--- src/inc/pf_seq_pkg.sv ---
package pf_seq_pkg;

  // ------------------------------------------------------------------
  // supply levels and interval codes
  // ------------------------------------------------------------------
  // comparator outputs, all synchronous to clk_i
  typedef struct packed {
    logic above_poweron;
    logic above_reset;
    logic above_warning;
  } supply_t;

  // periodic interval select
  localparam logic [1:0] IVL_CONT = 2'h0;
  localparam logic [1:0] IVL_2E11 = 2'h1;
  localparam logic [1:0] IVL_2E12 = 2'h2;
  localparam logic [1:0] IVL_2E13 = 2'h3;
  localparam int IVL_EXP_11 = 11;
  localparam int IVL_EXP_12 = 12;
  localparam int IVL_EXP_13 = 13;
  localparam int TICK_CNT_W = 14;

  // detection window and confirmation, in ring-oscillator ticks
  localparam logic [1:0] DETECT_TICKS = 2'h2;
  localparam logic [1:0] CONFIRM_TICKS = 2'h1;

  // reset values
  localparam logic MONITOR_DISABLE_RST = 1'b1;
  localparam logic [15:0] RESUME_ADDR = 16'h8000;

  // cycles a supply drop must persist to qualify
  localparam int QUALIFY_CYCLES = 4;

  // ------------------------------------------------------------------
  // sequencer states (gray along run -> stop -> wake; wake -> run changes two bits)
  // ------------------------------------------------------------------
  typedef enum logic [2:0] {
    ST_RUN    = 3'b000,
    ST_STOP   = 3'b001,
    ST_WARMUP = 3'b011,
    ST_PFRST  = 3'b010,
    ST_PORRST = 3'b110
  } seq_state_t;

endpackage

--- src/logic/pf_periodic_timer.sv ---
`timescale 1ns/100ps
`default_nettype none
module pf_periodic_timer
  import pf_seq_pkg::*;
(
  input wire logic clk_i,
  input wire logic rstn_i,
  input wire logic run_i,
  input wire logic ring_tick_i,
  input wire logic [1:0] interval_i,
  output logic window_o,
  output logic window_end_o
);

  // ------------------------------------------------------------------
  // interval counter
  // ------------------------------------------------------------------
  function automatic logic [TICK_CNT_W-1:0] limit(input logic [1:0] sel);
    case (sel)
      IVL_2E11: limit = TICK_CNT_W'(1 << IVL_EXP_11);
      IVL_2E12: limit = TICK_CNT_W'(1 << IVL_EXP_12);
      IVL_2E13: limit = TICK_CNT_W'(1 << IVL_EXP_13);
      default: limit = '0;
    endcase
  endfunction

  logic [TICK_CNT_W-1:0] cnt_reg;
  logic [1:0] win_reg;
  logic cont;

  assign cont = (interval_i == IVL_CONT);

  always_ff @(posedge clk_i or negedge rstn_i) begin
    if (!rstn_i) begin
      cnt_reg <= '0;
    end else if (!run_i || cont || win_reg != 2'h0) begin
      cnt_reg <= '0;
    end else if (ring_tick_i) begin
      if (cnt_reg >= limit(interval_i) - TICK_CNT_W'(1)) begin
        cnt_reg <= '0;
      end else begin
        cnt_reg <= cnt_reg + TICK_CNT_W'(1);
      end
    end
  end

  // window stays open for the detect ticks after each interval
  always_ff @(posedge clk_i or negedge rstn_i) begin
    if (!rstn_i) begin
      win_reg <= 2'h0;
    end else if (!run_i) begin
      win_reg <= 2'h0;
    end else if (ring_tick_i) begin
      if (win_reg != 2'h0) begin
        win_reg <= win_reg - 2'h1;
      end else if (!cont &&
                   cnt_reg >= limit(interval_i) - TICK_CNT_W'(1)) begin
        win_reg <= DETECT_TICKS;
      end
    end
  end

  assign window_o = run_i && (cont || win_reg != 2'h0);
  assign window_end_o = run_i && ring_tick_i &&
                        (cont || win_reg == 2'h1);

endmodule
`default_nettype wire

--- src/logic/stop_mode_power_fail_sequencer.sv ---
// Functional notes
// short drop: no fail, stay stopped
// warning in stop: power up, warm, exit
// reset level: cpu reset, power off, periodic
// below poweron: all reset, everything off
// monitor disabled: monitor, regulator, crystal off
// wake enables monitor; warning sets fail flag
// vector to higher priority source
// wake at reset level: cpu reset, periodic
// disable bit resets to one, blocks detection
// interval continuous or 2^11/12/13 ticks
// two-tick check, one more confirm period
// release resumes at 8000h after warmup
// synced comparators, crystal ready gates exits
`timescale 1ns/100ps
`default_nettype none
module stop_mode_power_fail_sequencer
  import pf_seq_pkg::*;
#(
  parameter int QUAL_CYCLES = QUALIFY_CYCLES
) (
  input wire logic clk_i,
  input wire logic rstn_i,
  input wire supply_t supply_i,
  input wire logic stop_req_i,
  input wire logic wake_irq_i,
  input wire logic wake_irq_hi_prio_i,
  input wire logic monitor_disable_wr_i,
  input wire logic monitor_disable_i,
  input wire logic [1:0] interval_i,
  input wire logic ring_tick_i,
  input wire logic crystal_ready_i,
  input wire logic pf_flag_clr_i,
  output logic cpu_stopped_o,
  output logic cpu_reset_o,
  output logic regulator_en_o,
  output logic crystal_en_o,
  output logic monitor_en_o,
  output logic sram_retain_o,
  output logic pf_flag_o,
  output logic stop_exit_o,
  output logic vector_pf_o,
  output logic resume_valid_o,
  output logic [15:0] resume_addr_o,
  output logic stop_monitor_disable_o
);

  // ------------------------------------------------------------------
  // control bit and qualification
  // ------------------------------------------------------------------
  seq_state_t state_reg;
  logic dis_reg;
  logic [7:0] qual_reg;
  logic warn_q, rstlvl_q;
  logic [1:0] conf_reg;
  logic mon_on, win;

  // disable defaults set
  always_ff @(posedge clk_i or negedge rstn_i) begin
    if (!rstn_i) begin
      dis_reg <= MONITOR_DISABLE_RST;
    end else if (monitor_disable_wr_i) begin
      dis_reg <= monitor_disable_i;
    end
  end

  // drops shorter than the qualify time are ignored
  always_ff @(posedge clk_i or negedge rstn_i) begin
    if (!rstn_i) begin
      qual_reg <= 8'h0;
    end else if (!mon_on || supply_i.above_warning) begin
      qual_reg <= 8'h0;
    end else if (qual_reg < 8'(QUAL_CYCLES)) begin
      qual_reg <= qual_reg + 8'h1;
    end
  end

  // comparators used as synced levels
  assign warn_q = (qual_reg >= 8'(QUAL_CYCLES)) && supply_i.above_reset;
  assign rstlvl_q = (qual_reg >= 8'(QUAL_CYCLES)) && !supply_i.above_reset;

  // ------------------------------------------------------------------
  // periodic monitor
  // ------------------------------------------------------------------
  // interval select
  pf_periodic_timer u_timer (
    .clk_i(clk_i),
    .rstn_i(rstn_i),
    .run_i(state_reg == ST_PFRST),
    .ring_tick_i(ring_tick_i),
    .interval_i(interval_i),
    .window_o(win),
    .window_end_o()
  );

  // monitor off in stop when disabled, R4 off below poweron
  always_comb begin
    case (state_reg)
      ST_STOP: mon_on = !dis_reg;
      // stays on for the confirm tick after a good window
      ST_PFRST: mon_on = win || (conf_reg == DETECT_TICKS);
      ST_PORRST: mon_on = 1'b0;
      default: mon_on = 1'b1;
    endcase
  end

  // two detect ticks, then one confirm tick, all above reset
  // a partial window starts over, so it never carries into the next one
  always_ff @(posedge clk_i or negedge rstn_i) begin
    if (!rstn_i) begin
      conf_reg <= 2'h0;
    end else if (state_reg != ST_PFRST || !mon_on ||
                 !supply_i.above_reset) begin
      conf_reg <= 2'h0;
    end else if (ring_tick_i &&
                 conf_reg != DETECT_TICKS + CONFIRM_TICKS) begin
      conf_reg <= conf_reg + 2'h1;
    end
  end

  // ------------------------------------------------------------------
  // sequencer
  // ------------------------------------------------------------------
  always_ff @(posedge clk_i or negedge rstn_i) begin
    if (!rstn_i) begin
      state_reg <= ST_PORRST;
    end else if (!supply_i.above_poweron) begin
      // hold everything in reset
      state_reg <= ST_PORRST;
    end else begin
      case (state_reg)
        ST_PORRST: state_reg <= ST_WARMUP;
        ST_RUN: begin
          if (rstlvl_q) begin
            state_reg <= ST_PFRST;
          end else if (stop_req_i) begin
            state_reg <= ST_STOP;
          end
        end
        ST_STOP: begin
          // reset level found by monitor
          if (rstlvl_q) begin
            state_reg <= ST_PFRST;
          // warning or wake powers up
          end else if (warn_q || wake_irq_i) begin
            state_reg <= ST_WARMUP;
          end
        end
        ST_WARMUP: begin
          // crystal ready gates the exit
          if (rstlvl_q) begin
            state_reg <= ST_PFRST;
          end else if (crystal_ready_i) begin
            state_reg <= ST_RUN;
          end
        end
        ST_PFRST: begin
          if (conf_reg == DETECT_TICKS + CONFIRM_TICKS) begin
            state_reg <= ST_WARMUP;
          end
        end
        default: state_reg <= ST_PORRST;
      endcase
    end
  end

  // flag set wins over clear
  always_ff @(posedge clk_i or negedge rstn_i) begin
    if (!rstn_i) begin
      pf_flag_o <= 1'b0;
    end else if (warn_q && state_reg != ST_PORRST) begin
      pf_flag_o <= 1'b1;
    end else if (pf_flag_clr_i) begin
      pf_flag_o <= 1'b0;
    end
  end

  // remembers a warm-up after power-fail or poweron reset for the resume vector
  logic from_rst_reg;
  always_ff @(posedge clk_i or negedge rstn_i) begin
    if (!rstn_i) begin
      from_rst_reg <= 1'b1;
    end else if (state_reg == ST_PFRST || state_reg == ST_PORRST) begin
      from_rst_reg <= 1'b1;
    end else if (state_reg == ST_RUN) begin
      from_rst_reg <= 1'b0;
    end
  end

  logic exiting;
  assign exiting = (state_reg == ST_WARMUP) && crystal_ready_i &&
                   !rstlvl_q && supply_i.above_poweron;

  // resume address, R7 vector choice
  always_ff @(posedge clk_i or negedge rstn_i) begin
    if (!rstn_i) begin
      stop_exit_o <= 1'b0;
      resume_valid_o <= 1'b0;
      vector_pf_o <= 1'b0;
      resume_addr_o <= 16'h0;
    end else begin
      stop_exit_o <= exiting && !from_rst_reg;
      resume_valid_o <= exiting && from_rst_reg;
      resume_addr_o <= RESUME_ADDR;
      if (exiting && !from_rst_reg) begin
        // higher priority wins
        vector_pf_o <= pf_flag_o && !(wake_irq_hi_prio_i && wake_irq_i);
      end
    end
  end

  // ------------------------------------------------------------------
  // power outputs
  // ------------------------------------------------------------------
  // regulator and crystal only in run and warm-up
  assign regulator_en_o = (state_reg == ST_RUN) || (state_reg == ST_WARMUP);
  assign crystal_en_o = regulator_en_o;
  assign monitor_en_o = mon_on;
  assign cpu_stopped_o = (state_reg == ST_STOP);
  assign cpu_reset_o = (state_reg == ST_PFRST) || (state_reg == ST_PORRST)
                       || (state_reg == ST_WARMUP && from_rst_reg);
  assign sram_retain_o = (state_reg != ST_PORRST);
  assign stop_monitor_disable_o = dis_reg;

  // ------------------------------------------------------------------
  // checks
  // ------------------------------------------------------------------
  AST_POR_OFF: assert property (@(posedge clk_i)
    disable iff (!rstn_i)
    !supply_i.above_poweron |=> !regulator_en_o && !monitor_en_o)
    else $error("power not off below poweron");
  AST_DIS_OFF: assert property (@(posedge clk_i)
    disable iff (!rstn_i)
    cpu_stopped_o && stop_monitor_disable_o |-> !monitor_en_o)
    else $error("monitor on while disabled in stop");
  AST_SHORT_DROP: assert property (@(posedge clk_i)
    disable iff (!rstn_i)
    cpu_stopped_o && !stop_monitor_disable_o && supply_i.above_warning
    ##1 !supply_i.above_warning |=> !pf_flag_o || $past(pf_flag_o))
    else $error("short drop reported");
  AST_RST_LVL: assert property (@(posedge clk_i)
    disable iff (!rstn_i)
    state_reg == ST_PFRST |-> cpu_reset_o && !crystal_en_o && sram_retain_o)
    else $error("power-fail reset outputs wrong");
  AST_STOP_RST: assert property (@(posedge clk_i)
    disable iff (!rstn_i)
    cpu_stopped_o && rstlvl_q && supply_i.above_poweron |=>
      cpu_reset_o && !regulator_en_o && !crystal_en_o && sram_retain_o)
    else $error("reset level in stop not handled");
  AST_WAKE: assert property (@(posedge clk_i)
    disable iff (!rstn_i)
    cpu_stopped_o && wake_irq_i && supply_i.above_reset
    && supply_i.above_poweron |=> regulator_en_o)
    else $error("wake did not power up");
  AST_EXIT_GATE: assert property (@(posedge clk_i)
    disable iff (!rstn_i)
    $rose(stop_exit_o) |-> $past(crystal_ready_i))
    else $error("exit without crystal ready");
  AST_RESUME: assert property (@(posedge clk_i)
    disable iff (!rstn_i)
    resume_valid_o |-> resume_addr_o == 16'h8000)
    else $error("resume address wrong");
  AST_DIS_RST: assert property (@(posedge clk_i)
    $rose(rstn_i) |-> stop_monitor_disable_o)
    else $error("disable bit not set after reset");

endmodule
`default_nettype wire

--- config.mk ---
export PLATFORM = sky130hd
export DESIGN_NAME = stop_mode_power_fail_sequencer
export DESIGN_NICKNAME = d
export VERILOG_FILES = /design/src/inc/pf_seq_pkg.sv /design/src/logic/pf_periodic_timer.sv /design/src/logic/stop_mode_power_fail_sequencer.sv
export SDC_FILE = /design/constraint.sdc
export NUM_CORES = 1
export LEC_CHECK = 0
export ABC_AREA = 0
export BUFFER_PORTS_ARGS = -buffer_cell sky130_fd_sc_hd__buf_2
export CORE_MARGIN = 5
export CORE_UTILIZATION = 40
export CTS_CLUSTER_SIZE = 12
export DETAILED_ROUTE_END_ITERATION = 10
export GPL_TIMING_DRIVEN = 0
export PLACE_DENSITY = 0.74
export SLEW_MARGIN = 5
export SYNTH_ARGS = -nofsm -noshare
export SYNTH_HDL_FRONTEND = slang
export SYNTH_HIERARCHICAL = 1
export SYNTH_SLANG_ARGS = --single-unit
--- constraint.sdc ---
create_clock -name clk_i -period 2.5 [get_ports clk_i]
set_input_delay 0.125 -clock clk_i [delete_from_list [all_inputs] [get_ports clk_i]]
set_output_delay 0.125 -clock clk_i [all_outputs]
set_load 0.01 [all_outputs]
==> reports/qor_table.md, run 1 <==
| Item | Reported |
|---|---|
| Post-route clock period utilization | 95.5% |
| Worst-path fanout max | 10 |
| Floorplan Core Area | 0.00511 mm² |
| Global-route wire length before repair | 6640 µm |
| Max Buffers Root-to-Sink | 2 |
| Worst clock skew | 3.17 ps |
| Buffer cell driving the clock tree root | clkbuf_8 |
| Vertical extent of the die | 82.6 µm |
| List of cells traversed by the critical path | clkbuf_2, nand2b_2, nor2_4, nand3b_1, a211o_1, or3_1, buf_2, or4_1, nand3_1 |
| Type of destination of the critical path | flip-flop |
| Cell leakage power | 1.20 nW |
| Final-report max-slew violation count | 0 |
| Number of DRC violations after detailed-routing iteration 0 | 83 |
| Global placement routability congestion | 0.815 |
| Final design utilization | 49.3% |
| Number of inserted diodes | 0 |
| Largest net degree at the start of global routing | 37 |
| Status | finished clean |
| DRC violations left | 0 |
| Crit-path slowest cell | or4_1 |
| Hold Violations, Final | 0 |
| Area of the die | 0.00682 mm² |
| Worst IR Drop VDD | 205 µV |
| Floorplan row count | 26 |
| Type of the tightest min-delay check | in2reg |
| Setup repair after global routing missed its margin | false |
| Worst slew slack as a fraction of its limit | 48.0% |
| Die outline width | 82.6 µm |
| Post-Syn Instances | 231 |
| Average wire per cell in the routed design | 11.6 µm |
| Avg Inst Size Synth | 9.12 µm² |
| HPWL after DPL | 3020 µm |
| Vias in the first global route | 1540 |
| Number of buffers created by CTS | 5 |
| Fraction of final layout cells sized beyond drive strength 1 | 23.8% |
| Worst-skew pair later-pin latency | 290 ps |
| Number of synthesis warnings | 6 |
| CTS clk-pin slew, worst paths | 70 ps |
| Power Dens Cells | 566 mW/mm² |
| Final setup violation count | 0 |
| Worst slew pin tran | 780 ps |
| Highest achievable clock rate | 0.419 GHz |
| Combined global-route utilization of all metal layers | 12.6% |
| CTS tree | built |
| Clock Sinks | 36 |
| Detailed-route wire length | 4070 µm |
| Arrival time reported for the critical path endpoint | 2610 ps |
| Final design area excluding fillers | 0.00252 mm² |
| Buffers added on ports | 26 |
| Via count normalized by instance count | 4.81 |
| Worst hold slack | 8.45 ps |
| Congestion Overflow GR | 0 |
| Final nets | 307 |
| Min cycle time layout | 2390 ps |
| Instance area at placement | 0.00238 mm² |
| Worst path required time | 2730 ps |
| Area of the multi-input gates | 0.00106 mm² |
| Max Cap Violations | 0 |
| Leading cell type in the layout, fill and taps excluded | dfrtp_1 |
| Total via count in the routed design | 1688 |
| Sequential Area | 906 µm² |
| Count of nets left with antenna violations after detail routing | 0 |
| Most frequent cells in the layout | dfrtp_1, buf_2, nor2_1 |
| Critical path class | reg2reg |
| Max FFs per register | 14 |
| Number of detailed-route iterations in the first pass | 4 |
| Crit-path max cell delay | 400 ps |
| CTS HTree Levels | 2 |
| Area Growth Syn to Fin | 19.4% |
| Cell area after synthesis | 0.00211 mm² |
| Number of antenna violations at the first check in global routing | 0 |
| Critical Path Start Type | flip-flop |
| IO Pins | 42 |
| Filler cells | 490 |
| Starting Density | 41.3% |
[worst paths after layout]
kind | start | endpoint | slack (ps) | cells past startpoint
min | supply_i[2] | state_reg[2] | 8 | 2
max reg2reg | state_reg[0] | u_timer/cnt_reg[10] | 110 | 9
max | state_reg[0] | u_timer/cnt_reg[10] | 110 | 9
min in group asynchronous | rstn_i | u_timer/cnt_reg[8] | 460 | 2
max in group asynchronous | rstn_i | qual_reg[0] | 1550 | 2
min reg2reg | vector_pf_o | vector_pf_o | 490 | 1
[worst max-delay path, delay by kind of cell (launching register included)]
family                 cells  cell delay (ps)
AND/OR/NAND/NOR            6             1300
flip-flops                 1              360
buffers and inverters      2              330
AO/OA/AOI/OAI              1              330
[metal layers]
layer  up-vias  track usage [%]  share of wire, %
li1        864                -                 -
met1       771             15.5                45
met2        46             20.9                49
met3         7             2.71               4.9
met4         0             5.88               1.6
met5         -                0                 0
[where the power goes]
group	total [mW]	switching, mW	leakage (nW)	internal, mW
sequential	0.628	0.0175	0.484	0.610
combinational	0.289	0.169	0.658	0.119
clock	0.508	0.213	0.0541	0.295
total	1.42	0.400	1.20	1.02
[what timing repair did]
item	CTS	global route
hold buffers	1	0
hold endpoints to repair	32	0
setup endpoints to repair	8	7
setup buffers	1	0
gates resized for setup	2	1
pin swaps	1	1
[per-stage QoR]
stage	TNS (ps)	setup WS, ps	power (mW)	std cells
6_report	0	113	1.42	351
4_1_cts	0	66.4	1.44	351
3_5_place_dp	-946	-182	0.915	341
5_1_grt	0	0.943	1.50	351
2_1_floorplan	0	110	0.833	245
3_3_place_gp	-934	-185	0.910	341
[cell type report]
cell class,instances,share of cell area (%)
clock buffer,5,2.73
multi-input combinational,172,42.1
sequential,36,36.0
timing repair buffer,28,5.87
clock inverter,3,1.69
tap,70,3.48
buffer,20,5.62
inverter,17,2.54
Note: power is estimated with default switching activity, not from simulation.
==> run 2, diff against run 1 <==
--- a/config.mk
+++ b/config.mk
@@ -5,14 +5,15 @@
 export SDC_FILE = /design/constraint.sdc
 export NUM_CORES = 1
 export LEC_CHECK = 0
-export ABC_AREA = 0
+export ABC_AREA = 1
 export BUFFER_PORTS_ARGS = -buffer_cell sky130_fd_sc_hd__buf_2
 export CORE_MARGIN = 5
 export CORE_UTILIZATION = 40
+export CTS_BUF_LIST = sky130_fd_sc_hd__clkbuf_16
 export CTS_CLUSTER_SIZE = 12
 export DETAILED_ROUTE_END_ITERATION = 10
 export GPL_TIMING_DRIVEN = 0
-export PLACE_DENSITY = 0.74
+export PLACE_DENSITY = 0.72
 export SLEW_MARGIN = 5
 export SYNTH_ARGS = -nofsm -noshare
 export SYNTH_HDL_FRONTEND = slang
==> constraint.sdc (replaced) <==
create_clock -name clk_i -period 2.8 [get_ports clk_i]
set_input_delay 0.14 -clock clk_i [delete_from_list [all_inputs] [get_ports clk_i]]
set_output_delay 0.14 -clock clk_i [all_outputs]
set_load 0.01 [all_outputs]
==> run 2 against run 1 <==
Compared with the run above:
- cell count rose by 17%
- combinational power rose by 110%
- global-route usage rose by 0.63 points
- clock-buffer cell count did not move
- critical path depth fell by 1
- via count rose by 9.7%
- largest power group unchanged
- setup slack improved by 790 ps
==> reports/qor_table.md, run 2 <==
| Item | Reported | Delta |
|---|---|---|
| Status | finished clean |  |
| Post-Syn Instances | 291 | +26% |
| Buffer cell driving the clock tree root | clkbuf_16 |  |
| Worst-path fanout max | 6 | -4 |
| Worst IR Drop VDD | 498 µV | +140% |
| Worst clock skew | 4.16 ps | +0.994 ps |
| Net load switching power | 667 µW | +67% |
| Number of buffers created by CTS | 5 | unchanged |
| CTS HTree Levels | 2 | unchanged |
| List of cells traversed by the critical path | inv_1, nand2_4, nor2_4, inv_1, a21oi_1, o21ai_2, nand2_2, buf_2 |  |
| Total via count in the routed design | 1851 | +9.7% |
| Via count normalized by instance count | 4.49 | -6.6% |
| Floorplan Core Area | 0.00554 mm² | +8.5% |
| Clock power frac | 30.2% | -5.5 points |
| Max Buffers Root-to-Sink | 2 | unchanged |
| Global-route wire length before repair | 7870 µm | +18% |
| Power share of the combinational group | 33.4% | +13 points |
| Congestion Overflow GR | 0 | unchanged |
| Final-report max-slew violation count | 0 | unchanged |
| Number of antenna violations at the first check in global routing | 0 | unchanged |
| Area of the multi-input gates | 0.00113 mm² | +7.0% |
| Switching part of the total power | 37.2% | +9.2 points |
| Avg Inst Size Synth | 7.89 µm² | -14% |
| Vias in the first global route | 1866 | +21% |
| Average wire per cell in the routed design | 10.5 µm | -9.2% |
| Worst slew slack as a fraction of its limit | 47.4% | -0.57 points |
| Fraction of final layout cells sized beyond drive strength 1 | 26.2% | +2.3 points |
| Count of nets left with antenna violations after detail routing | 0 | unchanged |
| Max Cap Violations | 0 | unchanged |
| Cell area after synthesis | 0.00229 mm² | +8.9% |
| Worst slew pin tran | 789 ps | +8.62 ps |
| Final design utilization | 49.1% | -0.15 points |
| Type of destination of the critical path | output pin |  |
| Crit path buf inv count | 3 | +1 |
| Area Growth Syn to Fin | 18.6% |  |
| Filler cells | 542 | +11% |
| Critical path class | reg2out |  |
| Max FFs per register | 14 | unchanged |
| Critical Path Start Type | flip-flop |  |
| Most frequent cells in the layout | nand2_1, inv_1, nor2_1, dfrtp_1, buf_2 |  |
| Family with the most delay on the worst path | buffers and inverters |  |
| Post-route setup TNS | 0 ps | unchanged |
| Highest achievable clock rate | 0.527 GHz |  |
| Buffers added on ports | 26 | unchanged |
| Setup repair after global routing missed its margin | false |  |
| Clock Sinks | 36 | unchanged |
| Area of the die | 0.00735 mm² | +7.8% |
| Starting Density | 41.4% | +0.16 points |
| Post-route clock period utilization | 67.8% |  |
| Hold Violations, Final | 0 | unchanged |
| Largest net degree at the start of global routing | 37 | unchanged |
| # resized after CTS | 0 | -2 |
| HPWL after DPL | 3330 µm | +10% |
| Final worst setup slack | 901 ps | +788 ps |
| Number of inserted diodes | 0 | unchanged |
| Crit-path slowest cell | dfrtp_1 |  |
| CTS tree | built |  |
| Die outline width | 85.7 µm | +3.8% |
| IO Pins | 42 | unchanged |
| Min cycle time layout | 1900 ps |  |
| DRC violations left | 0 | unchanged |
| Detailed-route wire length | 4340 µm | +6.6% |
| Final nets | 366 | +19% |
| Floorplan row count | 27 | +3.8% |
| Final setup violation count | 0 | unchanged |
| Number of detailed-route iterations in the first pass | 4 | unchanged |
| Post-placement setup slack | 912 ps | +1090 ps |
| Power Dens Cells | 658 mW/mm² | +16% |
| Sequential Area | 906 µm² | unchanged |
| Worst hold slack | 23.8 ps | +15.4 ps |
| Global placement routability congestion | 0.852 | +4.6% |
| Worst path required time | 2660 ps | -70 ps |
| Internal | 1.12 mW | +9.8% |
| Number of synthesis warnings | 6 | unchanged |
| Crit-path max cell delay | 420 ps | +20 ps |
| Worst-skew pair later-pin latency | 280 ps | about the same |
| Combined global-route utilization of all metal layers | 13.2% | +0.63 points |
| Number of DRC violations after detailed-routing iteration 0 | 101 | +22% |
| Vertical extent of the die | 85.7 µm | +3.8% |
| Most prevalent standard cell on the critical path | inv_1 |  |
| Sequential group share of total power | 36.4% | -7.7 points |
| CTS clk-pin slew, worst paths | 50 ps | -20 ps |
| Cell leakage power | 1.42 nW | +19% |
| Arrival time reported for the critical path endpoint | 1760 ps | -850 ps |
| Type of the tightest min-delay check | in2reg |  |
| Leading cell type in the layout, fill and taps excluded | nand2_1 |  |
==> run 2: layout make-up <==
class                      count  area share (%)
inverter                      49            6.76
timing repair buffer          27            5.15
tap                           72            3.31
clock inverter                 3           0.690
sequential                    36            33.3
buffer                        17            4.60
multi-input combinational    203            41.6
clock buffer                   5            4.60
==> run 2: layer usage <==
metal / routed length [µm] / track usage, % / part of all wire (%)
met3: 246 / 4.61 / 5.7
met2: 2110 / 22.5 / 49
met5: 0 / 0 / 0
met1: 1940 / 15.8 / 45
met4: 38 / 3.60 / 0.88
==> run 2: per-stage QoR <==
stage / total power [mW] / area (µm²) / instances
floorplan: 1.10 / 2350 / 305
global placement: 1.24 / 2570 / 403
detailed placement: 1.26 / 2570 / 403
CTS: 1.81 / 2720 / 412
global route: 1.93 / 2720 / 412
finish: 1.79 / 2720 / 412
==> run 2: power by group through the flow <==
stage | logic (mW) | registers, mW | clock network, mW
6_report | 0.598 | 0.653 | 0.541
5_1_grt | 0.692 | 0.661 | 0.576
4_1_cts | 0.607 | 0.653 | 0.555
3_5_place_dp | 0.601 | 0.662 | 0
3_3_place_gp | 0.585 | 0.659 | 0
2_1_floorplan | 0.445 | 0.650 | 0
==> run 2: path summary, 6_finish.rpt <==
kind	startpoint	to	slack (ps)	cells after the start
min in group asynchronous	rstn_i	state_reg[0]	480	2
min	monitor_disable_wr_i	stop_monitor_disable_o	20	2
max	state_reg[0]	monitor_en_o	900	8
max in group asynchronous	rstn_i	u_timer/cnt_reg[10]	1820	2
min reg2reg	u_timer/win_reg[0]	u_timer/win_reg[0]	480	2
max reg2reg	state_reg[0]	u_timer/cnt_reg[10]	920	9
==> run 2: timing repair <==
item                      in CTS  in global routing
hold endpoints to repair      32                  0
setup buffers                  0                  0
hold buffers                   1                  0
